==> src/hw/hw_event_trace_params.svh <==
`ifndef HW_EVENT_TRACE_PARAMS_SVH
`define HW_EVENT_TRACE_PARAMS_SVH

// register byte offsets
`define HET_OFF_CTRL   8'h00
`define HET_OFF_MASTER 8'h04
`define HET_OFF_FEAT   8'h08
`define HET_OFF_EVEN   8'h0C
`define HET_OFF_TRIG   8'h10
`define HET_OFF_BANK   8'h14
`define HET_OFF_IDENT  8'h18
`define HET_OFF_GLOBAL 8'h1C
`define HET_OFF_STATUS 8'h20

// main control bits
`define HET_CTRL_EN     0
`define HET_CTRL_SQZ    1
`define HET_CTRL_LOST   2
`define HET_CTRL_TS     8
`define HET_CTRL_MARKED 9

// feature fields
`define HET_FEAT_COUNT_LSB 15
`define HET_FEAT_COMP_LSB  4
`define HET_FEAT_MWR       3
`define HET_FEAT_ERR       2
`define HET_FEAT_TRIG      0

`define HET_IDENT_CLASS    4'h1
`define HET_MASTER_RESET   16'h0000
`define HET_COMP_PROG      2'h3
`define HET_COMP_ALWAYS    2'h2
`define HET_MAX_EVENTS     256
`define HET_BANK_BITS      32

`endif

==> src/hw/hw_event_trace_pkg.sv <==
package hw_event_trace_pkg;

  typedef enum logic [5:0] {
    ST_IDLE   = 6'h01,
    ST_MASTER = 6'h02,
    ST_CHAN   = 6'h04,
    ST_DATA   = 6'h08,
    ST_FLAG   = 6'h10,
    ST_ERR    = 6'h20
  } state_t;

  typedef enum logic [3:0] {
    PK_M8 = 4'h0, PK_M16 = 4'h1, PK_C8 = 4'h2, PK_D = 4'h3, PK_DTS = 4'h4,
    PK_DM = 4'h5, PK_DMTS = 4'h6, PK_FLAG_TS = 4'h7, PK_ERR = 4'h8
  } pkt_kind_t;

  typedef enum logic [1:0] {SZ_4 = 2'h0, SZ_8 = 2'h1, SZ_16 = 2'h2, SZ_32 = 2'h3} pkt_size_t;

  typedef enum logic [1:0] {JOB_DATA = 2'h0, JOB_FLAG = 2'h1, JOB_ERR = 2'h2} job_t;

  function automatic pkt_size_t fit_size(input logic [31:0] v, input logic squeeze,
                                         input pkt_size_t full);
    if (!squeeze) return full;
    if (|v[31:16]) return SZ_32;
    if (|v[15:8]) return SZ_16;
    if (|v[7:4]) return SZ_8;
    return SZ_4;
  endfunction

  function automatic logic [31:0] merge_bytes(input logic [31:0] old_v, input logic [31:0] new_v,
                                              input logic [3:0] sel);
    logic [31:0] r;
    r = old_v;
    for (int i = 0; i < 4; i++) if (sel[i]) r[i*8 +: 8] = new_v[i*8 +: 8];
    return r;
  endfunction

endpackage

==> src/hw/hw_event_trace_encoder.sv <==
`timescale 1ns/100ps
`include "hw_event_trace_params.svh"
module hw_event_trace_encoder #(
  parameter int         N_EVENTS  = 32,
  parameter int         TS_W      = 32,
  parameter logic       MASTER_RW = 1'b1,
  parameter logic       ERR_IMPL  = 1'b1,
  parameter logic [1:0] COMP_MODE = `HET_COMP_PROG
) (
  input  wire logic                                i_clock,
  input  wire logic                                i_rst,
  input  wire logic                                i_wb_cyc,
  input  wire logic                                i_wb_stb,
  input  wire logic                                i_wb_we,
  input  wire logic [7:0]                          i_wb_adr,
  input  wire logic [3:0]                          i_wb_sel,
  input  wire logic [31:0]                         i_wb_dat,
  output logic      [31:0]                         o_wb_dat,
  output logic                                     o_wb_ack,
  input  wire logic [(N_EVENTS>0?N_EVENTS:1)-1:0]  i_event,
  input  wire logic [TS_W-1:0]                     i_timestamp,
  input  wire logic                                i_pkt_ready,
  output logic                                     o_pkt_valid,
  output hw_event_trace_pkg::pkt_kind_t            o_pkt_kind,
  output hw_event_trace_pkg::pkt_size_t            o_pkt_size,
  output logic      [31:0]                         o_pkt_data,
  output logic                                     o_pkt_ts_valid,
  output logic      [TS_W-1:0]                     o_pkt_ts
);
  import hw_event_trace_pkg::*;

  localparam int NW = (N_EVENTS > 0) ? N_EVENTS : 1;
  localparam int NB = (N_EVENTS > 32) ? (N_EVENTS + 31) / 32 : 1;
  localparam int EV = NB * `HET_BANK_BITS;
  localparam int BW = (NB > 1) ? $clog2(NB) : 1;

  if (N_EVENTS < 0 || N_EVENTS > `HET_MAX_EVENTS || TS_W < 1 || TS_W > 64) begin : g_chk
    $error("event count must be 0..256 and timestamp 1..64 bits");
  end

  logic [15:0]     master_q;
  logic [9:0]      ctrl_q;
  logic            glob_q;
  logic [EV-1:0]   evt_en_q, trig_en_q, impl_mask, ev_pad, set, clr, pending, job_mask_d;
  logic [BW-1:0]   bank_q, pick_bank;
  logic [4:0]      pick_bit;
  logic [NB-1:0]   bank_any, same;
  logic [NB*TS_W-1:0] stamps;
  logic            lost, lost_clr, any_bank, bit_found, active, squeeze, lost_rep;
  logic [31:0]     bank_word, rdata, feat;
  logic [7:0]      adr;
  logic            wr, rd_go;

  state_t          state_q;
  job_t            job_q;
  logic [EV-1:0]   job_mask_q;
  logic [31:0]     job_word_q;
  logic [7:0]      job_chan_q, last_chan_q;
  logic [15:0]     last_master_q;
  logic            job_ts_q, job_marked_q, master_sent_q, chan_sent_q, flag_due_q;
  logic [TS_W-1:0] job_stamp_q;
  logic            free, load, start, master_diff, chan_diff;
  pkt_kind_t       pk_kind;
  pkt_size_t       pk_size;
  logic [31:0]     pk_data;
  logic            pk_tsv;
  logic [TS_W-1:0] pk_ts;

  assign active   = glob_q & ctrl_q[`HET_CTRL_EN];
  assign squeeze  = (COMP_MODE == `HET_COMP_PROG) ? ctrl_q[`HET_CTRL_SQZ]
                                                  : (COMP_MODE == `HET_COMP_ALWAYS);
  assign lost_rep = ERR_IMPL & ctrl_q[`HET_CTRL_LOST];

  always_comb begin
    for (int i = 0; i < EV; i++) begin
      impl_mask[i] = (i < N_EVENTS);
      ev_pad[i]    = (i < N_EVENTS) && i_event[i % NW];
    end
  end
  assign set = ev_pad & evt_en_q & {EV{active}};

  // ---------------- wishbone slave ----------------
  assign adr   = {i_wb_adr[7:2], 2'b00};
  assign wr    = i_wb_cyc & i_wb_stb & i_wb_we & ~o_wb_ack;
  assign rd_go = i_wb_cyc & i_wb_stb & ~i_wb_we & ~o_wb_ack;

  always_ff @(posedge i_clock) begin
    if (i_rst) o_wb_ack <= 1'b0;
    else o_wb_ack <= i_wb_cyc & i_wb_stb & ~o_wb_ack;
  end

  assign feat = {8'h00, 9'(N_EVENTS), 9'h000, COMP_MODE, MASTER_RW, ERR_IMPL, 1'b0, 1'b1};

  always_comb begin
    rdata = 32'h0000_0000;
    unique case (adr)
      `HET_OFF_CTRL:   rdata[9:0] = ctrl_q;
      `HET_OFF_MASTER: rdata[15:0] = master_q;
      `HET_OFF_FEAT:   rdata = feat;
      `HET_OFF_EVEN:   rdata = evt_en_q[int'(bank_q)*32 +: 32];
      `HET_OFF_TRIG:   rdata = trig_en_q[int'(bank_q)*32 +: 32];
      `HET_OFF_BANK:   if (NB > 1) rdata[BW-1:0] = bank_q;
      `HET_OFF_IDENT:  rdata[3:0] = `HET_IDENT_CLASS;
      `HET_OFF_GLOBAL: rdata[0] = glob_q;
      `HET_OFF_STATUS: rdata = {16'h0000, 8'(bank_any), 6'h00, state_q != ST_IDLE, lost};
      default:         rdata = 32'h0000_0000;
    endcase
  end

  always_ff @(posedge i_clock) begin
    if (i_rst) o_wb_dat <= 32'h0000_0000;
    else if (rd_go) o_wb_dat <= rdata;
  end

  always_ff @(posedge i_clock) begin
    if (i_rst) begin
      ctrl_q <= 10'h000;
      glob_q <= 1'b0;
    end else if (wr && adr == `HET_OFF_CTRL) begin
      ctrl_q <= 10'(merge_bytes(32'(ctrl_q), i_wb_dat, i_wb_sel) & 32'h0000_0307);
    end else if (wr && adr == `HET_OFF_GLOBAL && i_wb_sel[0]) begin
      glob_q <= i_wb_dat[0];
    end
  end

  always_ff @(posedge i_clock) begin
    if (i_rst) master_q <= `HET_MASTER_RESET;
    else if (MASTER_RW && wr && adr == `HET_OFF_MASTER)
      master_q <= 16'(merge_bytes(32'(master_q), i_wb_dat, i_wb_sel));
  end

  // live reprogramming: these writes never wait for tracing to stop
  always_ff @(posedge i_clock) begin
    if (i_rst) begin
      evt_en_q  <= '0;
      trig_en_q <= '0;
      bank_q    <= '0;
    end else if (wr) begin
      if (adr == `HET_OFF_EVEN)
        evt_en_q[int'(bank_q)*32 +: 32] <= merge_bytes(evt_en_q[int'(bank_q)*32 +: 32],
          i_wb_dat, i_wb_sel) & impl_mask[int'(bank_q)*32 +: 32];
      if (adr == `HET_OFF_TRIG)
        trig_en_q[int'(bank_q)*32 +: 32] <= merge_bytes(trig_en_q[int'(bank_q)*32 +: 32],
          i_wb_dat, i_wb_sel) & impl_mask[int'(bank_q)*32 +: 32];
      if (NB > 1 && adr == `HET_OFF_BANK && i_wb_sel[0] && int'(i_wb_dat[BW-1:0]) < NB)
        bank_q <= i_wb_dat[BW-1:0];
    end
  end

  // ---------------- event capture and selection ----------------
  event_capture #(.NB(NB), .TS_W(TS_W)) u_capture (
    .i_clock     (i_clock),
    .i_rst       (i_rst),
    .i_set       (set),
    .i_clr       (clr),
    .i_lost_clr  (lost_clr),
    .i_timestamp (i_timestamp),
    .o_pending   (pending),
    .o_lost      (lost),
    .o_stamp     (stamps),
    .o_same      (same)
  );

  for (genvar b = 0; b < NB; b++) begin : g_any
    assign bank_any[b] = |pending[b*32 +: 32];
  end

  lowest_set #(.W(NB), .IW(BW)) u_pick_bank (
    .i_vec   (bank_any),
    .o_index (pick_bank),
    .o_found (any_bank)
  );
  assign bank_word = pending[int'(pick_bank)*32 +: 32];
  lowest_set #(.W(32), .IW(5)) u_pick_bit (
    .i_vec   (bank_word),
    .o_index (pick_bit),
    .o_found (bit_found)
  );

  // marked clears one event; plain clears every bit it reports
  always_comb begin
    job_mask_d = '0;
    if (ctrl_q[`HET_CTRL_MARKED]) job_mask_d[int'(pick_bank)*32 + int'(pick_bit)] = bit_found;
    else job_mask_d[int'(pick_bank)*32 +: 32] = bank_word;
  end

  // ---------------- packet sequencer ----------------
  assign free        = ~o_pkt_valid | i_pkt_ready;
  assign load        = free & (state_q != ST_IDLE);
  assign start       = (state_q == ST_IDLE) & active & ((lost & lost_rep) | any_bank | flag_due_q);
  assign master_diff = ~master_sent_q | (last_master_q != master_q);
  assign chan_diff   = ~chan_sent_q | (last_chan_q != job_chan_q);
  assign clr         = (state_q == ST_DATA && free) ? job_mask_q : '0;
  assign lost_clr    = (state_q == ST_ERR) & free;

  always_ff @(posedge i_clock) begin
    if (i_rst) begin
      job_q        <= JOB_DATA;
      job_mask_q   <= '0;
      job_word_q   <= 32'h0000_0000;
      job_chan_q   <= 8'h00;
      job_ts_q     <= 1'b0;
      job_marked_q <= 1'b0;
      job_stamp_q  <= '0;
    end else if (start) begin
      job_marked_q <= ctrl_q[`HET_CTRL_MARKED];
      job_mask_q   <= job_mask_d;
      job_stamp_q  <= stamps[int'(pick_bank)*TS_W +: TS_W];
      job_ts_q     <= ctrl_q[`HET_CTRL_TS] & same[pick_bank];
      if (lost & lost_rep) job_q <= JOB_ERR;
      else if (any_bank) job_q <= JOB_DATA;
      else job_q <= JOB_FLAG;
      if (ctrl_q[`HET_CTRL_MARKED]) begin
        job_word_q <= {24'h000000, 3'(pick_bank), pick_bit};
        job_chan_q <= 8'h00;
      end else begin
        job_word_q <= bank_word;
        job_chan_q <= 8'(pick_bank);
      end
    end
  end

  always_ff @(posedge i_clock) begin
    if (i_rst) begin
      state_q <= ST_IDLE;
    end else begin
      unique case (state_q)
        ST_IDLE: if (start) begin
          if (master_diff) state_q <= ST_MASTER;
          else if (lost & lost_rep) state_q <= ST_ERR;
          else if (any_bank) state_q <= chan_diff_now() ? ST_CHAN : ST_DATA;
          else state_q <= ST_FLAG;
        end
        ST_MASTER: if (free) begin
          unique case (job_q)
            JOB_DATA: state_q <= chan_diff ? ST_CHAN : ST_DATA;
            JOB_FLAG: state_q <= ST_FLAG;
            default:  state_q <= ST_ERR;
          endcase
        end
        ST_CHAN: if (free) state_q <= ST_DATA;
        default: if (free) state_q <= ST_IDLE;
      endcase
    end
  end

  // channel seen from the live pick, before the job registers settle
  function automatic logic chan_diff_now();
    logic [7:0] c;
    c = ctrl_q[`HET_CTRL_MARKED] ? 8'h00 : 8'(pick_bank);
    return ~chan_sent_q | (last_chan_q != c);
  endfunction

  always_ff @(posedge i_clock) begin
    if (i_rst || !active) begin
      master_sent_q <= 1'b0;
      chan_sent_q   <= 1'b0;
      last_master_q <= 16'h0000;
      last_chan_q   <= 8'h00;
    end else if (load && state_q == ST_MASTER) begin
      master_sent_q <= 1'b1;
      last_master_q <= master_q;
    end else if (load && state_q == ST_CHAN) begin
      chan_sent_q <= 1'b1;
      last_chan_q <= job_chan_q;
    end
  end

  always_ff @(posedge i_clock) begin
    if (i_rst) flag_due_q <= 1'b0;
    else if (load && state_q == ST_DATA && !job_ts_q) flag_due_q <= 1'b1;
    else if (load && state_q == ST_FLAG) flag_due_q <= 1'b0;
  end

  always_comb begin
    pk_kind = PK_ERR;
    pk_size = SZ_8;
    pk_data = 32'h0000_0000;
    pk_tsv  = 1'b0;
    pk_ts   = '0;
    unique case (state_q)
      ST_MASTER: begin
        pk_kind = (master_q > 16'h00FF) ? PK_M16 : PK_M8;
        pk_size = (master_q > 16'h00FF) ? SZ_16 : SZ_8;
        pk_data = {16'h0000, master_q};
      end
      ST_CHAN: begin
        pk_kind = PK_C8;
        pk_data = {24'h000000, job_chan_q};
      end
      ST_DATA: begin
        if (job_marked_q) pk_kind = job_ts_q ? PK_DMTS : PK_DM;
        else pk_kind = job_ts_q ? PK_DTS : PK_D;
        pk_size = fit_size(job_word_q, squeeze, job_marked_q ? SZ_8 : SZ_32);
        pk_data = job_word_q;
        pk_tsv  = job_ts_q;
        pk_ts   = job_stamp_q;
      end
      ST_FLAG: begin
        pk_kind = PK_FLAG_TS;
        pk_tsv  = 1'b1;
        pk_ts   = i_timestamp;
      end
      default: pk_kind = PK_ERR;
    endcase
  end

  always_ff @(posedge i_clock) begin
    if (i_rst) begin
      o_pkt_valid    <= 1'b0;
      o_pkt_kind     <= PK_M8;
      o_pkt_size     <= SZ_4;
      o_pkt_data     <= 32'h0000_0000;
      o_pkt_ts_valid <= 1'b0;
      o_pkt_ts       <= '0;
    end else if (load) begin
      o_pkt_valid    <= 1'b1;
      o_pkt_kind     <= pk_kind;
      o_pkt_size     <= pk_size;
      o_pkt_data     <= pk_data;
      o_pkt_ts_valid <= pk_tsv;
      o_pkt_ts       <= pk_ts;
    end else if (i_pkt_ready) begin
      o_pkt_valid <= 1'b0;
    end
  end

  // ---------------- checks ----------------
  property p_master_pkt;
    @(posedge i_clock) disable iff (i_rst)
      (o_pkt_valid && (o_pkt_kind == PK_M8 || o_pkt_kind == PK_M16))
        |-> o_pkt_data[15:0] == last_master_q;
  endproperty
  a_master_pkt: assert property (p_master_pkt) else $error("master packet value wrong");

  property p_feat_count;
    @(posedge i_clock) disable iff (i_rst)
      (o_wb_ack && !i_wb_we && adr == `HET_OFF_FEAT) |-> o_wb_dat[23:15] == 9'(N_EVENTS);
  endproperty
  a_feat_count: assert property (p_feat_count) else $error("event count misreported");

  property p_idle_off;
    @(posedge i_clock) disable iff (i_rst)
      (!active && state_q == ST_IDLE) |=> state_q == ST_IDLE;
  endproperty
  a_idle_off: assert property (p_idle_off) else $error("trace started while disabled");

  property p_chan_range;
    @(posedge i_clock) disable iff (i_rst)
      (o_pkt_valid && o_pkt_kind == PK_C8) |-> o_pkt_data[31:3] == 29'h0;
  endproperty
  a_chan_range: assert property (p_chan_range) else $error("channel above 7");

  property p_order;
    @(posedge i_clock) disable iff (i_rst)
      (state_q == ST_DATA && free)
        |-> master_sent_q && chan_sent_q && last_chan_q == job_chan_q;
  endproperty
  a_order: assert property (p_order) else $error("data before master or channel");

  property p_cleared;
    @(posedge i_clock) disable iff (i_rst)
      (state_q == ST_DATA && free) |=> (pending & $past(job_mask_q) & ~$past(set)) == '0;
  endproperty
  a_cleared: assert property (p_cleared) else $error("reported event still pending");

  property p_lost;
    @(posedge i_clock) disable iff (i_rst)
      (|(set & pending & ~clr)) |=> lost;
  endproperty
  a_lost: assert property (p_lost) else $error("lost event not flagged");

  property p_flag;
    @(posedge i_clock) disable iff (i_rst)
      (state_q == ST_FLAG && free)
        |=> o_pkt_valid && o_pkt_kind == PK_FLAG_TS && o_pkt_ts_valid;
  endproperty
  a_flag: assert property (p_flag) else $error("flag packet missing");

  property p_short;
    @(posedge i_clock) disable iff (i_rst)
      (o_pkt_valid && o_pkt_size == SZ_4) |-> o_pkt_data[31:4] == 28'h0;
  endproperty
  a_short: assert property (p_short) else $error("short packet dropped set bits");

  c_data: cover property (@(posedge i_clock) o_pkt_valid && o_pkt_kind == PK_D);
  c_flag: cover property (@(posedge i_clock) o_pkt_valid && o_pkt_kind == PK_FLAG_TS);
  c_err:  cover property (@(posedge i_clock) o_pkt_valid && o_pkt_kind == PK_ERR);
  c_marked: cover property (@(posedge i_clock) o_pkt_valid && o_pkt_kind == PK_DMTS);
endmodule

==> src/hw/lowest_set.sv <==
`timescale 1ns/100ps
module lowest_set #(
  parameter int W  = 32,
  parameter int IW = (W > 1) ? $clog2(W) : 1
) (
  input  wire logic [W-1:0]  i_vec,
  output logic      [IW-1:0] o_index,
  output logic               o_found
);
  always_comb begin
    o_index = '0;
    o_found = 1'b0;
    for (int i = W - 1; i >= 0; i--) begin
      if (i_vec[i]) begin
        o_index = IW'(i);
        o_found = 1'b1;
      end
    end
  end
endmodule

==> src/hw/event_capture.sv <==
`timescale 1ns/100ps
module event_capture #(
  parameter int NB   = 1,
  parameter int TS_W = 32
) (
  input  wire logic                 i_clock,
  input  wire logic                 i_rst,
  input  wire logic [NB*32-1:0]     i_set,
  input  wire logic [NB*32-1:0]     i_clr,
  input  wire logic                 i_lost_clr,
  input  wire logic [TS_W-1:0]      i_timestamp,
  output logic      [NB*32-1:0]     o_pending,
  output logic                      o_lost,
  output logic      [NB*TS_W-1:0]   o_stamp,
  output logic      [NB-1:0]        o_same
);
  // a new occurrence beats the clear of the packet that reports the old one
  always_ff @(posedge i_clock) begin
    if (i_rst) o_pending <= '0;
    else o_pending <= (o_pending & ~i_clr) | i_set;
  end

  always_ff @(posedge i_clock) begin
    if (i_rst) o_lost <= 1'b0;
    else o_lost <= (o_lost & ~i_lost_clr) | (|(i_set & o_pending & ~i_clr));
  end

  // a bank's stamp is exact only while all its pending bits arrived together
  for (genvar b = 0; b < NB; b++) begin : g_bank
    logic any_set, was_empty;
    assign any_set   = |i_set[b*32 +: 32];
    assign was_empty = ~|(o_pending[b*32 +: 32] & ~i_clr[b*32 +: 32]);
    always_ff @(posedge i_clock) begin
      if (i_rst) begin
        o_stamp[b*TS_W +: TS_W] <= '0;
        o_same[b]               <= 1'b0;
      end else if (any_set) begin
        if (was_empty) o_stamp[b*TS_W +: TS_W] <= i_timestamp;
        o_same[b] <= was_empty;
      end
    end
  end
endmodule

==> config.mk <==
export PLATFORM = sky130hd
export DESIGN_NAME = hw_event_trace_encoder
export DESIGN_NICKNAME = d
export VERILOG_FILES = /design/src/hw/hw_event_trace_pkg.sv /design/src/hw/hw_event_trace_encoder.sv /design/src/hw/lowest_set.sv /design/src/hw/event_capture.sv
export VERILOG_INCLUDE_DIRS = /design/src /design/src/hw
export SDC_FILE = /design/constraint.sdc
export NUM_CORES = 1
export LEC_CHECK = 0
export BUFFER_PORTS_ARGS = -buffer_cell sky130_fd_sc_hd__buf_2
export CAP_MARGIN = 15
export CORE_AREA = 8 8 167 231
export CTS_BUF_LIST = sky130_fd_sc_hd__clkbuf_8
export DETAILED_ROUTE_END_ITERATION = 12
export DIE_AREA = 0 0 175 239
export PLACE_DENSITY = 0.8
export SLEW_MARGIN = 5
export SYNTH_ARGS = -nofsm -noshare
export SYNTH_HDL_FRONTEND = slang
export SYNTH_HIERARCHICAL = 1
export SYNTH_SLANG_ARGS = --single-unit
==> constraint.sdc <==
create_clock -name i_clock -period 3.24 [get_ports i_clock]
set_input_delay 0.162 -clock i_clock [delete_from_list [all_inputs] [get_ports i_clock]]
set_output_delay 0.162 -clock i_clock [all_outputs]
set_load 0.01 [all_outputs]
==> results of run 1 <==
==> per-layer routing <==
metal / share of wire / global-route usage / vias up
met1: 0.40 / 0.303 / 7875
met2: 0.48 / 0.432 / 761
met4: 0.050 / 0.129 / 0
met5: 0 / 0 / -
li1: - / - / 7693
met3: 0.069 / 0.0469 / 170
==> area by class of cell <==
class,count,area (um^2),area share
Multi-Input combinational cell,1457,8940,0.428
Clock inverter,30,165,0.00791
Sequential cell,384,7690,0.368
Tap cell,456,571,0.0273
Clock buffer,72,991,0.0475
Antenna cell,2,5.00,0.000240
Inverter,16,60.1,0.00288
Timing Repair Buffer,358,2450,0.118
==> how the worst max path moves through the flow <==
stage	depth (start not counted)	slack, ns	to	startpoint
final	9	0.22	u_capture/o_stamp[21]	state_q[0]
after CTS	9	0.14	u_capture/o_stamp[21]	state_q[0]
after global placement	9	0.26	u_capture/o_stamp[21]	state_q[0]
after floorplan	11	0.54	u_capture/o_stamp[10]	state_q[1]
after detailed placement	9	0.14	u_capture/o_stamp[21]	state_q[0]
after global routing	9	0.02	job_mask_q[7]	u_capture/o_pending[24]
==> kinds of logic (layout without fill, tap and decap cells) <==
group | count (synthesis) | after routing | synth area share
and+or+nand+nor | 972 | 972 | 0.296
DFF | 384 | 384 | 0.445
AOI/OAI and AO/OA | 348 | 348 | 0.140
buffers and inverters | 165 | 476 | 0.0407
muxes | 120 | 120 | 0.0695
xor gates and xnor gates | 14 | 14 | 0.00710
adders and majority gates | 2 | 2 | 0.00138
other | 1 | 3 | 0.000217
==> what timing repair did <==
action / 4_1_cts / 5_1_grt
setup endpoints to repair: 0 / 32
endpoints found under the hold margin: 168 / 0
setup buffers: 0 / 0
gates resized for setup: 0 / 1
hold buffers: 89 / 0
==> worst min-delay path: stages <==
cell and delay [ns]:
buf_2 0.09, and3_1 0.23, nor2_1 0.07, nor2_1 0.07
==> metrics by stage <==
stage / total power [uW] / utilization / setup slack, ns / hold slack, ns / instance area, um^2
4_1_cts: 9180 / 0.597 / 0.137 / 0.00330 / 20900
3_3_place_gp: 5150 / 0.538 / 0.256 / 0.411 / 18800
6_report: 9130 / 0.597 / 0.222 / 0.0282 / 20900
3_5_place_dp: 5160 / 0.538 / 0.140 / 0.421 / 18800
2_1_floorplan: 5020 / - / 0.536 / 0.306 / 17300
5_1_grt: 9440 / 0.597 / 0.0173 / 0.0422 / 20900
==> registers in the layout (all words and copies together), names as in the netlist, 5 cells and up <==
signal and count:
ctrl_q 5, evt_en_q 32, job_mask_q 32, job_stamp_q 32
job_word_q 32, last_master_q 16, master_q 16, o_pkt_data 32
o_pkt_ts 32, o_wb_dat 32, state_q 6, trig_en_q 32
u_capture/o_pending 32, u_capture/o_stamp 32
==> cells in the final DEF (no fill, tap or decap), types with 50 or more instances in the layout <==
| master | Yosys | routed |
|---|---|---|
| dfxtp_1 | 384 | 384 |
| nor2_1 | 312 | 311 |
| buf_2 | 31 | 215 |
| nand2_1 | 165 | 164 |
| mux2i_1 | 120 | 120 |
| a21oi_1 | 104 | 103 |
| dlygate4sd3_1 | 0 | 89 |
| nor3_1 | 86 | 86 |
| a221oi_1 | 78 | 78 |
| clkbuf_8 | 0 | 72 |
| nand2b_1 | 70 | 70 |
| nor2b_1 | 69 | 69 |
| and3_1 | 67 | 66 |
| nand3_1 | 50 | 50 |
==> power by group <==
group | switching [uW] | leakage (uW) | internal, uW
combinational | 236 | 0.00438 | 179
sequential | 6.58 | 0.00309 | 4730
clock | 1900 | 0.000664 | 2080
==> results.py, run 1 <==
metrics = {
    "run_status": {
        "status": "completed",
    },
    "min_path": {
        "hold_depth": 4,
        "hp-start": "i_event[10]",
        "holdCritPathClass": "input port to flop",
        "hold_path_end": "u_capture/o_pending[10]",
    },
    "timing": {
        "setup_tns_ns": 0,
        "clock-skew-final_ns": 0.0368,
        "fmax_mhz": 331,
        "fin_crit_ns": 3.02,
        "maxSlewViolCount": 0,
        "tightest_slew_ns": 1.20,
        "rsz0062_at_grt": "false",
        "finalHoldViolations": 0,
        "period_share": 0.931,
        "relSlewSlack": 0.200,
        "finalSetupViolCount": 0,
    },
    "yosys": {
        "synth-main-ff-cell": "dfxtp_1",
        "syn_nets": 2121,
        "synth_most_common_cell": "dfxtp_1",
        "synth_area_leader_cell": "dfxtp_1",
        "yosysWarnings": 6,
        "ys_seq_area_frac": 0.445,
        "synth-async-reset-ratio": 0,
        "synth-edff-count": 0,
        "synth.cell_area_mm2": 0.0173,
        "ys_seq_elements": 384,
        "synth_cell_types": 80,
        "ys_top_cells_by_area": "dfxtp_1 44%, mux2i_1 7.0%, nor2_1 6.8%",
        "synth_top_area_frac": 0.445,
        "postSynthCellCount": 2006,
        "synth_common_cells": "384 x dfxtp_1, 312 x nor2_1, 165 x nand2_1, 120 x mux2i_1",
        "synth_area_per_cell_um2": 8.61,
    },
    "global_routing": {
        "antenna_found_initial": 2,
        "grt_max_degree": 160,
        "grt_pass1_wl_um": 87700,
        "grt_use_total": 0.254,
        "grt_pass1_vias": 16400,
        "overflow": 0,
    },
    "clock_tree": {
        "cts_max_path_buffers": 3,
        "clock_sink_count": 384,
        "cts_tree": "done",
        "clkTransAtPathRegs_ns": 0.07,
        "cts_buffers": 56,
        "insertion_delay_ns": 0.63,
        "cts_root_buffer": "clkbuf_8",
        "cts_max_level": 2,
    },
    "power": {
        "powerDensity_mw_per_mm2": 437,
        "vdd_drop_max_uv": 399,
        "p_leak_uw": 0.00814,
    },
    "floorplan": {
        "ioPinCount": 219,
        "fp-row-count": 81,
        "start_util": 0.494,
        "die_w_um": 175,
        "die_area_mm2": 0.0418,
        "core-area_mm2": 0.0350,
        "die_h_um": 239,
    },
    "placement": {
        "dp.cells": 2582,
        "dp.final_hpwl_um": 37500,
        "numPortBuffers": 216,
        "gp_congestion": 0.989,
    },
    "setup_path": {
        "cp_cell_sequence": "nor2_1 -> and3_4 -> and3_1 -> nor2b_4 -> nor4_4 -> nand4_2 -> nor4_4 -> buf_12 -> mux2i_1",
        "crit_buf_inv": 1,
        "cp_slowest_stage_delay_ns": 0.49,
        "crit_arrival_ns": 3.54,
        "crit_family": "simple AND/OR/NAND/NOR gates",
        "cpMostUsedCell": "nor4_4",
        "worst-setup-path-type": "flop to flop",
        "start_kind": "flop",
        "worstPathRequired_ns": 3.77,
        "crit_fanout": 33,
        "r2r-start": "state_q[0]",
        "r2r-end": "u_capture/o_stamp[21]",
        "r2r_cells": 9,
        "r2r_slack_ns": 0.22,
        "cp_slowest_cell": "and3_4",
        "critPathCaptureType": "flop",
    },
    "drt": {
        "drc_errors": 0,
        "drtPass1Iterations": 6,
        "vias": 16500,
        "via_per_inst": 5.95,
        "ant_nets": 0,
        "avgRoutedWirePerCell_um": 19.9,
        "drt-initial-drc-count": 1736,
        "routed_wl_um": 55300,
    },
    "layout": {
        "instances_no_fill": 2775,
        "nNetsFinal": 2388,
        "syn_to_final_growth_pct": 20.8,
        "drive_gt1_frac": 0.172,
        "nFillCells": 2985,
    },
    "flow_run": {
        "cap_violations": 0,
    },
}
(Power assumes the default switching activity.)
==> inputs of run 2 (changes only) <==
- CORE_AREA: 8 8 167 231 -> 8 8 212 295
- DIE_AREA: 0 0 175 239 -> 0 0 220 303
- PLACE_DENSITY: 0.8 -> 0.57
==> results.py, run 2 (synthesis gave the netlist of run 1 again) <==
metrics = {
    "timing": {
        "maxSlewViolCount": 0,
        "fin_crit_ns": 2.99,
        "relSlewSlack": 0.320,
        "finalSetupViolCount": 0,
        "clock-skew-final_ns": 0.0261,
        "fmax_mhz": 335,
        "rsz0062_at_grt": "false",
        "period_share": 0.922,
        "setup_tns_ns": 0,
        "tightest_slew_ns": 1.02,
        "finalHoldViolations": 0,
    },
    "drt": {
        "via_per_inst": 5.23,
        "ant_nets": 0,
        "routed_wl_um": 61000,
        "drt-initial-drc-count": 1278,
        "drtPass1Iterations": 7,
        "vias": 16100,
        "avgRoutedWirePerCell_um": 19.8,
        "drc_errors": 0,
    },
    "floorplan": {
        "die_h_um": 303,
        "die_area_mm2": 0.0667,
        "fp-row-count": 105,
        "start_util": 0.298,
        "ioPinCount": 219,
        "die_w_um": 220,
        "core-area_mm2": 0.0581,
    },
    "layout": {
        "drive_gt1_frac": 0.176,
        "nNetsFinal": 2407,
        "syn_to_final_growth_pct": 24.4,
        "nFillCells": 5989,
        "final_cell_mix": "384 x dfxtp_1, 311 x nor2_1, 215 x buf_2",
        "instances_no_fill": 3086,
        "final_area_mm2": 0.0215,
        "mostFrequentLayoutCell": "dfxtp_1",
    },
    "power": {
        "seqPwrFrac": 0.492,
        "p_comb_frac": 0.043,
        "clockPowerShare": 0.465,
        "netSwitchingPower_uw": 2300,
        "vdd_drop_max_uv": 315,
        "power.internal_uw": 7340,
        "p_leak_uw": 0.00829,
        "switching_share": 0.238,
        "powerDensity_mw_per_mm2": 448,
    },
    "run_status": {
        "status": "completed",
    },
    "clock_tree": {
        "cts_setup_buffers": 0,
        "insertion_delay_ns": 0.62,
        "cts_max_path_buffers": 3,
        "clock_sink_count": 384,
        "cts_max_level": 3,
        "cts_root_buffer": "clkbuf_8",
        "clkTransAtPathRegs_ns": 0.06,
        "cts_tree": "done",
        "cts_buffers": 67,
    },
    "global_routing": {
        "overflow": 0,
        "grt_pass1_wl_um": 93600,
        "grt_use_total": 0.178,
        "grt_pass1_vias": 16200,
        "antenna_found_initial": 1,
        "grt_max_degree": 204,
    },
    "min_path": {
        "holdCritPathClass": "input port to flop",
    },
    "flow_run": {
        "cap_violations": 0,
    },
    "setup_path": {
        "crit_arrival_ns": 3.53,
        "cp_slowest_cell": "and3_4",
        "crit_family": "simple AND/OR/NAND/NOR gates",
        "worst-setup-path-type": "flop to flop",
        "crit_buf_inv": 1,
        "crit_fanout": 33,
        "cp_slowest_stage_delay_ns": 0.47,
        "worstPathRequired_ns": 3.78,
        "cpMostUsedCell": "nor4_4",
        "critPathCaptureType": "flop",
        "cp_cell_sequence": "nor2_1 -> and3_4 -> and3_1 -> nor2b_4 -> nor4_4 -> nand4_2 -> nor4_4 -> buf_12 -> mux2i_1",
        "start_kind": "flop",
    },
    "placement": {
        "dp.cells": 2877,
        "gp_congestion": 0.912,
        "numPortBuffers": 216,
        "dpl_cell_area_mm2": 0.0192,
        "dp.final_hpwl_um": 43200,
    },
}
run 2: power by group through the flow:
stage / combinational (uW) / sequential (uW) / clock (uW)
detailed placement: 319 / 4840 / 0
global route: 448 / 4740 / 4840
floorplan: 171 / 4850 / 0
CTS: 408 / 4740 / 4630
finish: 415 / 4740 / 4480
global placement: 316 / 4840 / 0
run 2: metal layers:
| metal | GRT usage | share of wire |
|---|---|---|
| met1 | 0.218 | 0.42 |
| met2 | 0.291 | 0.47 |
| met5 | 0 | 0 |
| met4 | 0.101 | 0.049 |
| met3 | 0.0299 | 0.055 |
run 2: layout make-up:
cell class	count	area, um^2	share of cell area
Timing Repair Buffer	366	2550	0.119
Multi-Input combinational cell	1457	8940	0.416
Inverter	16	60.1	0.00279
Clock buffer	81	1110	0.0519
Sequential cell	384	7690	0.358
Antenna cell	1	2.50	0.000116
Tap cell	749	937	0.0436
Clock inverter	32	206	0.00960
run 2: final timing paths:
kind	startpoint	to	slack [ns]	depth (start not counted)
worst max-delay path	state_q[1]	u_capture/o_stamp[17]	0.25	9
worst min-delay path	i_pkt_ready	state_q[1]	0.07	5
worst max register to register	state_q[1]	u_capture/o_stamp[17]	0.25	9
worst min register to register	o_wb_dat[15]	o_wb_dat[15]	0.44	2
run 2: through the flow:
| step | hold WS, ns | utilization | total power (uW) | setup WS (ns) |
|---|---|---|---|---|
| 5_1_grt | 0.0529 | 0.370 | 10000 | 0.0213 |
| 3_5_place_dp | 0.425 | 0.331 | 5160 | 0.113 |
| 3_3_place_gp | 0.414 | 0.331 | 5160 | 0.221 |
| 6_report | 0.0681 | 0.370 | 9640 | 0.252 |
| 2_1_floorplan | 0.306 | - | 5020 | 0.536 |
| 4_1_cts | 0.00413 | 0.370 | 9780 | 0.105 |
run 2: tightest hold or removal path, cell delays in order:
cell and delay, ns:
buf_2 0.11, nor2b_1 0.05, buf_4 0.17, nand3b_1 0.09, nand2_1 0.05
run 2: timing repair:
action                                  4_1_cts  5_1_grt
hold buffers                                 94        0
endpoints found under the setup margin        0       32
endpoints found under the hold margin       172        0
gates resized for setup                       0        1
